$ cat src/verilog/evc_params.svh
// evc_params.svh: offsets, field positions, reset values and timing for the event counter
// assumes a 32-bit classic Wishbone register bus and a 20 MHz system clock
`ifndef EVC_PARAMS_SVH
`define EVC_PARAMS_SVH
`define EVC_ADR_MODE 8'h00
`define EVC_ADR_CFG 8'h04
`define EVC_ADR_DUR 8'h08
`define EVC_ADR_CMD 8'h0C
`define EVC_ADR_STAT 8'h10
`define EVC_ADR_VAL 8'h14
`define EVC_ADR_VRST 8'h18
`define EVC_CFG_BEG_LO 0
`define EVC_CFG_BEG_HI 3
`define EVC_CFG_BEDGE_LO 4
`define EVC_CFG_BEDGE_HI 5
`define EVC_CFG_INC_LO 8
`define EVC_CFG_INC_HI 11
`define EVC_CFG_IEDGE_LO 12
`define EVC_CFG_IEDGE_HI 13
`define EVC_CFG_CLR_LO 16
`define EVC_CFG_CLR_HI 19
`define EVC_CFG_CEDGE_LO 20
`define EVC_CFG_CEDGE_HI 21
`define EVC_CFG_RST 32'h0000_0000
`define EVC_DUR_RST 32'h0000_0001
`define EVC_MAX_COUNT 32'hFFFF_FFFF
`define EVC_CLK_PERIOD_NS 50
`define EVC_TICK_NS 1000
`define EVC_TICK_CYCLES (`EVC_TICK_NS / `EVC_CLK_PERIOD_NS)
`define EVC_TICK_W 5
`endif

$ cat src/verilog/evc_pkg.sv
// evc_pkg: types shared by the event counter modules
// assumes evc_params.svh is compiled alongside
`default_nettype none
package evc_pkg;
  typedef enum logic [3:0] {
    BEG_OFF, BEG_ACQ_BEGIN, BEG_ACQ_FINISH, BEG_EXP_BEGIN, BEG_EXP_FINISH, BEG_REJ_TRIG,
    BEG_FRAME_BEGIN, BEG_ACC_FRAME, BEG_LINE_ONE, BEG_LINE_TWO, BEG_LINE_THREE,
    BEG_TIMER_DONE, BEG_COUNTER_DONE
  } evc_begin_src_t;
  typedef enum logic [3:0] {
    INC_OFF, INC_ACQ_BEGIN, INC_ACQ_FINISH, INC_EXP_BEGIN, INC_EXP_FINISH, INC_FRAME_BEGIN,
    INC_ACC_FRAME, INC_REJ_TRIG, INC_LINE_ONE, INC_LINE_TWO, INC_LINE_THREE,
    INC_USEC_TICK, INC_TIMER_DONE
  } evc_inc_src_t;
  typedef enum logic [3:0] {
    CLR_CMD, CLR_ACQ_BEGIN, CLR_ACQ_FINISH, CLR_EXP_BEGIN, CLR_EXP_FINISH, CLR_FRAME_TRIG,
    CLR_ACC_FRAME, CLR_REJ_FRAME, CLR_LINE_ONE
  } evc_clr_src_t;
  typedef enum logic [1:0] {EDGE_UP, EDGE_DOWN, EDGE_EITHER} evc_edge_t;
  typedef enum logic [2:0] {
    ST_IDLE, ST_WAIT, ST_COUNTING, ST_DONE, ST_OVERFLOW
  } evc_state_t;
  // one-cycle event pulses from the acquisition, exposure, trigger and timer logic
  typedef struct packed {
    logic acq_begin;
    logic acq_finish;
    logic exp_begin;
    logic exp_finish;
    logic frame_begin;
    logic accepted_frame;
    logic rejected_trig;
    logic rejected_frame;
    logic timer_done;
  } evc_events_t;
endpackage : evc_pkg
`default_nettype wire
$ cat src/verilog/evc_counter.sv
// evc_counter: 32-bit event counter with start, increment and clear source selection
// assumes a classic Wishbone master, event pulses one mclk wide and synchronous to mclk
// Function
// - start source counter_one_done starts counting when the own end event fires
// - start edge selection applies only to line start sources
// - line start begins on rising, falling or either edge per start_edge_select
// - increment source selects the advancing event; off holds the counter still
// - advance by one on the selected acquisition, exposure, frame or trigger event
// - line increment sources advance on matching transitions of the chosen line
// - microsecond tick increment advances once per microsecond of mclk
// - timer increment source advances once per timer_one_done
// - increment_edge_select picks rising, falling or both edges of the line
// - clear event zeroes the counter, then it waits for the next start
// - command clear setting clears only on the software command
// - clear may follow acquisition or exposure begin and finish events
// - frame trigger clear setting clears on accepted and rejected triggers
// - separate clear settings for accepted-only and rejected-only frame triggers
// - input_line_one clear source clears on the selected transition
// - clear_edge_select picks rising, falling or either edge for line clear
// - terminal_count_setting sets increments before counter_one_done fires
// - count_state reports idle, waiting, counting, completed or overflowed
// - configuration writes only take effect while count_enable_mode is off
`default_nettype none
`include "evc_params.svh"
module evc_counter
  import evc_pkg::*;
(
  input wire logic mclk,
  input wire logic rst,
  input wire logic wb_cyc_i,
  input wire logic wb_stb_i,
  input wire logic wb_we_i,
  input wire logic [7:0] wb_adr_i,
  input wire logic [3:0] wb_sel_i,
  input wire logic [31:0] wb_dat_i,
  output logic [31:0] wb_dat_o,
  output logic wb_ack_o,
  input wire evc_events_t events,
  input wire logic [2:0] input_lines,
  output logic counter_one_done,
  output logic [2:0] count_state
);
  function automatic logic edge_hit(input logic [1:0] sel, input logic up, input logic dn);
    case (sel)
      EDGE_UP: edge_hit = up;
      EDGE_DOWN: edge_hit = dn;
      EDGE_EITHER: edge_hit = up | dn;
      default: edge_hit = 1'b0;
    endcase
  endfunction : edge_hit

  function automatic logic [31:0] merge(input logic [31:0] old, input logic [31:0] nw,
                                        input logic [3:0] be);
    logic [31:0] r;
    r = old;
    for (int b = 0; b < 4; b++) begin
      if (be[b]) begin
        r[b*8 +: 8] = nw[b*8 +: 8];
      end
    end
    merge = r;
  endfunction : merge

  logic ack_ff;
  logic [31:0] rdata_ff;
  logic mode_ff;
  logic [31:0] cfg_ff;
  logic [31:0] dur_ff;
  logic [31:0] value_ff;
  logic [31:0] vrst_ff;
  logic done_ff;
  logic [`EVC_TICK_W-1:0] div_ff;
  logic tick_ff;
  evc_state_t state_ff;
  evc_state_t nxt_state;
  logic [31:0] nxt_value;
  logic nxt_done;
  logic [2:0] line_rise;
  logic [2:0] line_fall;

  evc_line_edge u_line_edge (
    .mclk(mclk),
    .rst(rst),
    .lines(input_lines),
    .rise(line_rise),
    .fall(line_fall)
  );

  // bus decode: write lands on the edge at which the master samples ack
  wire bus_req = wb_cyc_i & wb_stb_i;
  wire wr_go = bus_req & wb_we_i & ack_ff;
  wire wr_mode = wr_go & (wb_adr_i == `EVC_ADR_MODE);
  wire wr_cfg = wr_go & (wb_adr_i == `EVC_ADR_CFG) & ~mode_ff;
  wire wr_dur = wr_go & (wb_adr_i == `EVC_ADR_DUR) & ~mode_ff;
  wire sw_clear = wr_go & (wb_adr_i == `EVC_ADR_CMD) & wb_sel_i[0] & wb_dat_i[0];

  wire [3:0] beg_sel = cfg_ff[`EVC_CFG_BEG_HI:`EVC_CFG_BEG_LO];
  wire [1:0] beg_edge = cfg_ff[`EVC_CFG_BEDGE_HI:`EVC_CFG_BEDGE_LO];
  wire [3:0] inc_sel = cfg_ff[`EVC_CFG_INC_HI:`EVC_CFG_INC_LO];
  wire [1:0] inc_edge = cfg_ff[`EVC_CFG_IEDGE_HI:`EVC_CFG_IEDGE_LO];
  wire [3:0] clr_sel = cfg_ff[`EVC_CFG_CLR_HI:`EVC_CFG_CLR_LO];
  wire [1:0] clr_edge = cfg_ff[`EVC_CFG_CEDGE_HI:`EVC_CFG_CEDGE_LO];

  wire [2:0] beg_line = {edge_hit(beg_edge, line_rise[2], line_fall[2]),
                         edge_hit(beg_edge, line_rise[1], line_fall[1]),
                         edge_hit(beg_edge, line_rise[0], line_fall[0])};
  wire [2:0] inc_line = {edge_hit(inc_edge, line_rise[2], line_fall[2]),
                         edge_hit(inc_edge, line_rise[1], line_fall[1]),
                         edge_hit(inc_edge, line_rise[0], line_fall[0])};
  wire clr_line = edge_hit(clr_edge, line_rise[0], line_fall[0]);

  // start: edge selection only matters for the line sources
  logic start_hit;
  always_comb begin
    case (beg_sel)
      BEG_ACQ_BEGIN: start_hit = events.acq_begin;
      BEG_ACQ_FINISH: start_hit = events.acq_finish;
      BEG_EXP_BEGIN: start_hit = events.exp_begin;
      BEG_EXP_FINISH: start_hit = events.exp_finish;
      BEG_REJ_TRIG: start_hit = events.rejected_trig;
      BEG_FRAME_BEGIN: start_hit = events.frame_begin;
      BEG_ACC_FRAME: start_hit = events.accepted_frame;
      BEG_LINE_ONE: start_hit = beg_line[0];
      BEG_LINE_TWO: start_hit = beg_line[1];
      BEG_LINE_THREE: start_hit = beg_line[2];
      BEG_TIMER_DONE: start_hit = events.timer_done;
      BEG_COUNTER_DONE: start_hit = done_ff;
      default: start_hit = 1'b0;
    endcase
  end

  logic inc_hit;
  always_comb begin
    case (inc_sel)
      INC_ACQ_BEGIN: inc_hit = events.acq_begin;
      INC_ACQ_FINISH: inc_hit = events.acq_finish;
      INC_EXP_BEGIN: inc_hit = events.exp_begin;
      INC_EXP_FINISH: inc_hit = events.exp_finish;
      INC_FRAME_BEGIN: inc_hit = events.frame_begin;
      INC_ACC_FRAME: inc_hit = events.accepted_frame;
      INC_REJ_TRIG: inc_hit = events.rejected_trig;
      INC_LINE_ONE: inc_hit = inc_line[0];
      INC_LINE_TWO: inc_hit = inc_line[1];
      INC_LINE_THREE: inc_hit = inc_line[2];
      INC_USEC_TICK: inc_hit = tick_ff;
      INC_TIMER_DONE: inc_hit = events.timer_done;
      default: inc_hit = 1'b0;
    endcase
  end

  // the command always clears; the other settings add one hardware source
  logic clr_src_hit;
  always_comb begin
    case (clr_sel)
      CLR_ACQ_BEGIN: clr_src_hit = events.acq_begin;
      CLR_ACQ_FINISH: clr_src_hit = events.acq_finish;
      CLR_EXP_BEGIN: clr_src_hit = events.exp_begin;
      CLR_EXP_FINISH: clr_src_hit = events.exp_finish;
      CLR_FRAME_TRIG: clr_src_hit = events.accepted_frame | events.rejected_frame;
      CLR_ACC_FRAME: clr_src_hit = events.accepted_frame;
      CLR_REJ_FRAME: clr_src_hit = events.rejected_frame;
      CLR_LINE_ONE: clr_src_hit = clr_line;
      default: clr_src_hit = 1'b0;
    endcase
  end
  wire clr_hit = sw_clear | (mode_ff & clr_src_hit);
  wire beg_off = (beg_sel == BEG_OFF);
  wire at_max = (value_ff == `EVC_MAX_COUNT);
  wire [31:0] value_inc = value_ff + 32'h0000_0001;

  always_comb begin
    nxt_state = state_ff;
    nxt_value = value_ff;
    nxt_done = 1'b0;
    if (!mode_ff || beg_off) begin
      nxt_state = ST_IDLE;
      if (clr_hit) begin
        nxt_value = 32'h0000_0000;
      end
    end else if (clr_hit) begin
      nxt_state = ST_WAIT;
      nxt_value = 32'h0000_0000;
    end else begin
      case (state_ff)
        ST_IDLE: nxt_state = ST_WAIT;
        ST_WAIT: begin
          if (start_hit) begin
            nxt_state = ST_COUNTING;
          end
        end
        ST_COUNTING: begin
          if (inc_hit && at_max) begin
            nxt_state = ST_OVERFLOW;
          end else if (inc_hit) begin
            nxt_value = value_inc;
            if (value_inc == dur_ff) begin
              nxt_state = ST_DONE;
              nxt_done = 1'b1;
            end
          end
        end
        // completed counter rearms on its start source from zero
        ST_DONE: begin
          if (start_hit) begin
            nxt_state = ST_COUNTING;
            nxt_value = 32'h0000_0000;
          end
        end
        ST_OVERFLOW: nxt_state = ST_OVERFLOW;
        default: nxt_state = ST_IDLE;
      endcase
    end
  end

  always_ff @(posedge mclk or posedge rst) begin
    if (rst) begin
      state_ff <= ST_IDLE;
      value_ff <= 32'h0000_0000;
      vrst_ff <= 32'h0000_0000;
      done_ff <= 1'b0;
    end else begin
      state_ff <= nxt_state;
      value_ff <= nxt_value;
      done_ff <= nxt_done;
      if (clr_hit) begin
        vrst_ff <= value_ff;
      end
    end
  end

  // microsecond tick from mclk
  wire tick_wrap = (div_ff == `EVC_TICK_W'(`EVC_TICK_CYCLES - 1));
  always_ff @(posedge mclk or posedge rst) begin
    if (rst) begin
      div_ff <= '0;
      tick_ff <= 1'b0;
    end else begin
      div_ff <= tick_wrap ? '0 : div_ff + `EVC_TICK_W'(1);
      tick_ff <= tick_wrap;
    end
  end

  always_ff @(posedge mclk or posedge rst) begin
    if (rst) begin
      mode_ff <= 1'b0;
      cfg_ff <= `EVC_CFG_RST;
      dur_ff <= `EVC_DUR_RST;
    end else begin
      if (wr_mode && wb_sel_i[0]) begin
        mode_ff <= wb_dat_i[0];
      end
      if (wr_cfg) begin
        cfg_ff <= merge(cfg_ff, wb_dat_i, wb_sel_i);
      end
      if (wr_dur) begin
        dur_ff <= merge(dur_ff, wb_dat_i, wb_sel_i);
      end
    end
  end

  // read mux; unmapped offsets answer with zero
  logic [31:0] rd_mux;
  always_comb begin
    case (wb_adr_i)
      `EVC_ADR_MODE: rd_mux = {31'h0000_0000, mode_ff};
      `EVC_ADR_CFG: rd_mux = cfg_ff;
      `EVC_ADR_DUR: rd_mux = dur_ff;
      `EVC_ADR_STAT: rd_mux = {29'h0000_0000, state_ff};
      `EVC_ADR_VAL: rd_mux = value_ff;
      `EVC_ADR_VRST: rd_mux = vrst_ff;
      default: rd_mux = 32'h0000_0000;
    endcase
  end

  always_ff @(posedge mclk or posedge rst) begin
    if (rst) begin
      ack_ff <= 1'b0;
      rdata_ff <= 32'h0000_0000;
    end else begin
      ack_ff <= bus_req & ~ack_ff;
      rdata_ff <= rd_mux;
    end
  end

  assign wb_ack_o = ack_ff;
  assign wb_dat_o = rdata_ff;
  assign counter_one_done = done_ff;
  assign count_state = state_ff;

  ack_single_a: assert property (@(posedge mclk) disable iff (rst)
    ack_ff |=> !ack_ff) else $error("ack held longer than one cycle");
  cfg_lock_a: assert property (@(posedge mclk) disable iff (rst)
    mode_ff |=> $stable(cfg_ff) && $stable(dur_ff)) else $error("config changed while active");
  inc_off_a: assert property (@(posedge mclk) disable iff (rst)
    (inc_sel == INC_OFF) && !clr_hit && !(state_ff == ST_DONE) |=> $stable(value_ff))
    else $error("counter moved with increment off");
  clear_wait_a: assert property (@(posedge mclk) disable iff (rst)
    clr_hit && mode_ff && !beg_off |=> (value_ff == 32'h0000_0000) && (state_ff == ST_WAIT))
    else $error("clear did not zero and rearm");
  start_go_a: assert property (@(posedge mclk) disable iff (rst)
    (state_ff == ST_WAIT) && start_hit && !clr_hit && mode_ff && !beg_off
    |=> state_ff == ST_COUNTING) else $error("start event missed");
  inc_step_a: assert property (@(posedge mclk) disable iff (rst)
    (state_ff == ST_COUNTING) && inc_hit && !at_max && !clr_hit && mode_ff && !beg_off
    |=> value_ff == $past(value_ff) + 32'h0000_0001) else $error("increment not by one");
  ovf_enter_a: assert property (@(posedge mclk) disable iff (rst)
    (state_ff == ST_COUNTING) && inc_hit && at_max && !clr_hit && mode_ff && !beg_off
    |=> state_ff == ST_OVERFLOW) else $error("overflow not entered");
  done_count_a: assert property (@(posedge mclk) disable iff (rst)
    done_ff |-> (value_ff == dur_ff) && (state_ff == ST_DONE))
    else $error("done without reaching terminal count");
  tick_rate_a: assert property (@(posedge mclk) disable iff (rst)
    tick_ff |=> !tick_ff [*8]) else $error("microsecond tick too frequent");
  idle_off_a: assert property (@(posedge mclk) disable iff (rst)
    !mode_ff |=> state_ff == ST_IDLE) else $error("not idle while off");
  // the end event feeds the start decode, so a stretched pulse would restart twice
  done_pulse_a: assert property (@(posedge mclk) disable iff (rst)
    done_ff |=> !done_ff) else $error("end event longer than one cycle");
  // overflow sticks; only a clear, mode off or start source off leaves it
  ovf_stick_a: assert property (@(posedge mclk) disable iff (rst)
    (state_ff == ST_OVERFLOW) && !clr_hit && mode_ff && !beg_off
    |=> (state_ff == ST_OVERFLOW) && $stable(value_ff))
    else $error("overflow did not hold");
  wait_hold_a: assert property (@(posedge mclk) disable iff (rst)
    (state_ff == ST_WAIT) && !start_hit && !clr_hit && mode_ff && !beg_off
    |=> (state_ff == ST_WAIT) && $stable(value_ff))
    else $error("counted before start");
  beg_off_idle_a: assert property (@(posedge mclk) disable iff (rst)
    beg_off |=> state_ff == ST_IDLE) else $error("not idle with start source off");
  off_hold_a: assert property (@(posedge mclk) disable iff (rst)
    !mode_ff && !sw_clear |=> $stable(value_ff)) else $error("value moved while off");
  cmd_only_a: assert property (@(posedge mclk) disable iff (rst)
    (clr_sel == CLR_CMD) && !sw_clear && (state_ff == ST_COUNTING) && !inc_hit && mode_ff
    && !beg_off |=> state_ff == ST_COUNTING) else $error("cleared without the command");
  line_once_a: assert property (@(posedge mclk) disable iff (rst)
    (line_rise != 3'b000) |=> (line_rise & $past(line_rise)) == 3'b000)
    else $error("one line edge gave two rises");
  self_rearm_a: assert property (@(posedge mclk) disable iff (rst)
    (state_ff == ST_DONE) && done_ff && (beg_sel == BEG_COUNTER_DONE) && !clr_hit && mode_ff
    |=> state_ff == ST_COUNTING) else $error("own end event did not restart");
endmodule : evc_counter
`default_nettype wire

$ cat src/verilog/evc_line_edge.sv
// evc_line_edge: synchronises the three input lines and flags their edges
// assumes lines may change at any time relative to mclk
`default_nettype none
module evc_line_edge (
  input wire logic mclk,
  input wire logic rst,
  input wire logic [2:0] lines,
  output logic [2:0] rise,
  output logic [2:0] fall
);
  logic [2:0] meta_ff;
  logic [2:0] sync_ff;
  logic [2:0] last_ff;
  genvar i;
  generate
    for (i = 0; i < 3; i++) begin : g_line
      // meta_ff feeds sync_ff only; edges come from the later stages
      always_ff @(posedge mclk or posedge rst) begin
        if (rst) begin
          meta_ff[i] <= 1'b0;
          sync_ff[i] <= 1'b0;
          last_ff[i] <= 1'b0;
        end else begin
          meta_ff[i] <= lines[i];
          sync_ff[i] <= meta_ff[i];
          last_ff[i] <= sync_ff[i];
        end
      end
      assign rise[i] = sync_ff[i] & ~last_ff[i];
      assign fall[i] = ~sync_ff[i] & last_ff[i];
    end
  endgenerate
endmodule : evc_line_edge
`default_nettype wire

$ cat config.mk
export PLATFORM = sky130hd
export DESIGN_NAME = evc_counter
export DESIGN_NICKNAME = d
export VERILOG_FILES = /design/src/verilog/evc_pkg.sv /design/src/verilog/evc_counter.sv /design/src/verilog/evc_line_edge.sv
export VERILOG_INCLUDE_DIRS = /design/src /design/src/verilog
export SDC_FILE = /design/constraint.sdc
export NUM_CORES = 1
export LEC_CHECK = 0
export BUFFER_PORTS_ARGS = -buffer_cell sky130_fd_sc_hd__clkbuf_2
export CORE_MARGIN = 1.5
export CORE_UTILIZATION = 50
export CTS_CLUSTER_SIZE = 25
export DETAILED_ROUTE_END_ITERATION = 8
export PLACE_DENSITY = 0.69
export SETUP_SLACK_MARGIN = 0.15
export SLEW_MARGIN = 25
export SYNTH_ARGS = -nofsm -noshare
export SYNTH_HDL_FRONTEND = slang
export SYNTH_SLANG_ARGS = --single-unit
$ cat constraint.sdc
create_clock -name mclk -period 7.4 [get_ports mclk]
set_input_delay 1.48 -clock mclk [delete_from_list [all_inputs] [get_ports mclk]]
set_output_delay 1.48 -clock mclk [all_outputs]
set_load 0.005 [all_outputs]
==> qor.csv <==
metric;value;unit
status;complete, but fails checks;
failing checks;DRC;
Setup CP Type;input port to flop;
Yosys warning count;0;
Initial Util;0.516;
crit-path max FO;38;
largest net degree at the start of global routing;110;
FP Rows;49;
maximum vdd drop;0.157;mV
# diodes;0;
via count;7387;
top-count cell post-synth;dfrtp_1;
Critical Path Max Stage Delay;670;ps
Worst setup SP type;input port;
number of global-route vias before repair;6982;
Post-synth ARST share;1.00;
first drt pass iteration count;8;
DIE WIDTH;140;um
crit-path most repeated cell;buf_4;
Post-CTS Hold Buffers;0;
hpwl dp;16000;um
Pleak;4.88;nW
Synth top area share;0.481;
chip height;140;um
cell family with most CP delay;compound AO/OA/AOI/OAI gates;
Post-DRT Antenna Nets;0;
Area Growth Syn to Fin;12.4;%
final core occ;0.580;
Filler cells;1584;
Tightest Hold Check Type;flop to flop;
max cap viols;0;
H-tree levels;4;
CP bufs+invs;3;
Yosys cell types;67;
DRC;10;
Post-Syn Area;9360;um^2
IO Port Bufs;97;
Tmin final;4070;ps
register area share after synthesis;0.484;
synth cell count leaders;180 x dfrtp_1, 136 x nand2_1, 77 x o21ai_0, 69 x mux2_2, 53 x nor2_1;
cells along the critical path;clkbuf_2 -> buf_4 -> or3b_2 -> or3_1 -> o21ai_2 -> buf_4 -> a211o_1 -> nor2_1 -> o21ai_0 -> o41ai_1;
FMAX;0.246;GHz
Post-Syn Nets;989;
RSZ-0062 raised after global routing;false;
Avg WL per Cell;19.5;um
clock buffer depth;2;
crit path DAT;4370;ps
Worst path slowest cell;a211o_1;
CTS root buffer;clkbuf_16;
die area;19600;um^2
# setup viols final;0;
Yosys top cell by area;dfrtp_1;
clk slew on worst S/H paths;70;ps
insertion delay to the later sink of the worst-skew pair;430;ps
Post-CTS Resized;0;
grt total ovfl;0;
Pwr Density;195;nW/um^2
dominant synthesized flop cell;dfrtp_1;
max-slew violation count;0;
Worst-Margin Slew;1040;ps
Final GP Congestion;0.899;
routed wire length;23800;um
Critical Path RT;7700;ps
Ports;98;
EDFF count, synth;0;
CTS tree;done;
Total GRT Usage;0.253;
core footprint;18100;um^2
CP Capture Type;flop;
Layout Skew;10.4;ps
total power;2.05;mW
cts bufs inserted;17;
Synth area leaders;dfrtp_1 48%, mux2_2 8.3%, nand2_1 5.5%;
final worst path period share;0.550;
Syn Area/Cell;10.2;um^2
Post-CTS Setup Inserts;0;
worst hold-check slack;348;ps
via density per instance;6.04;
fraction of layout cells with a size suffix above 1;0.232;
#FFs+latches synth;181;
final hold vios;0;
Syn Inst Count;920;
Reg2Reg Setup Slack;3530;ps
DRT iter0 DRCs;644;
slew margin rel.;0.305;
Fin Setup TNS;0;ps
first-pass GRT wire length;38500;um
initial antenna violation count;0;
CTS Sinks;181;
Layout Nets;1051;
-- cells by family after synthesis --
| logic type | count (synthesis) | synth area share |
|---|---|---|
| AND/OR/NAND/NOR | 302 | 0.157 |
| adder cells (fa/ha/maj) | 8 | 0.0107 |
| XOR/XNOR | 52 | 0.0486 |
| multiplexers | 115 | 0.135 |
| AO/OA/AOI/OAI | 182 | 0.127 |
| buffers and inverters | 80 | 0.0380 |
| flip-flops | 181 | 0.484 |
-- layout by cell type (no fill, tap or decap), types with 4 or more instances in the layout --
master,instances
a211oi_1,4
a21oi_1,12
a22oi_1,30
a31oi_1,4
and2_1,8
and3_1,4
buf_4,7
clkbuf_16,17
clkbuf_2,97
dfrtp_1,180
ha_1,8
inv_1,18
inv_6,5
mux2_2,69
mux2i_1,44
nand2_1,134
nand2b_1,12
nand3_1,17
nand4_1,13
nor2_1,52
nor2b_1,4
nor3_1,17
nor3b_1,4
nor4_1,9
o21ai_0,77
o22ai_1,4
o31ai_1,16
o41ai_1,9
xnor2_1,36
xor2_1,16
-- worst paths after layout --
| kind | startpoint | to | cells past startpoint |
|---|---|---|---|
| min in group asynchronous | rst | u_line_edge.sync_ff[0] | 2 |
| worst max-delay path | wb_adr_i[4] | value_ff[6] | 10 |
| worst min register to register | u_line_edge.meta_ff[0] | u_line_edge.sync_ff[0] | 0 |
| worst min-delay path | u_line_edge.meta_ff[0] | u_line_edge.sync_ff[0] | 0 |
| max in group asynchronous | rst | dur_ff[31] | 3 |
| worst max register to register | value_ff[0] | value_ff[6] | 9 |
-- per-layer routing --
layer  routed length, um  global-route usage  up-vias
met3                1660              0.0568       33
met2               10600               0.379      282
met1               11100               0.367     3680
li1                    -                   -     3392
met5                   0                   0        -
met4                 452              0.0765        0
-- sequential cells by signal, summed over array words and instances, names as in the netlist, 3 cells and up --
| name | flops |
|---|---|
| dur_ff | 32 |
| cfg_ff | 32 |
| vrst_ff | 32 |
| u_line_edge.sync_ff | 3 |
| value_ff | 32 |
| wb_dat_o | 32 |
| u_line_edge.meta_ff | 3 |
| count_state | 3 |
| div_ff | 5 |
| u_line_edge.last_ff | 3 |
-- through the flow --
stage | instances | setup slack, ps | area (um^2)
after global routing | 1224 | 3160 | 10500
final | 1224 | 3330 | 10500
after CTS | 1224 | 3350 | 10500
after detailed placement | 1192 | 2930 | 9930
after global placement | 1192 | 2600 | 9920
after floorplan | 920 | 1010 | 9360
-- power breakdown --
part           switching, mW  internal (mW)
clock network          0.416          0.507
logic                 0.0627         0.0415
registers             0.0253           1.00
total                  0.504           1.55
-- cell type report --
cell class | count | area (um^2) | area share
clock buffers | 17 | 425 | 0.0404
inverters | 19 | 78.8 | 0.00749
clock inverters | 15 | 166 | 0.0158
flip-flops and latches | 181 | 4530 | 0.431
multi-input cells | 659 | 4490 | 0.427
repair buffers | 104 | 538 | 0.0511
well taps | 229 | 287 | 0.0272
Note: power is estimated with default switching activity, not from simulation.
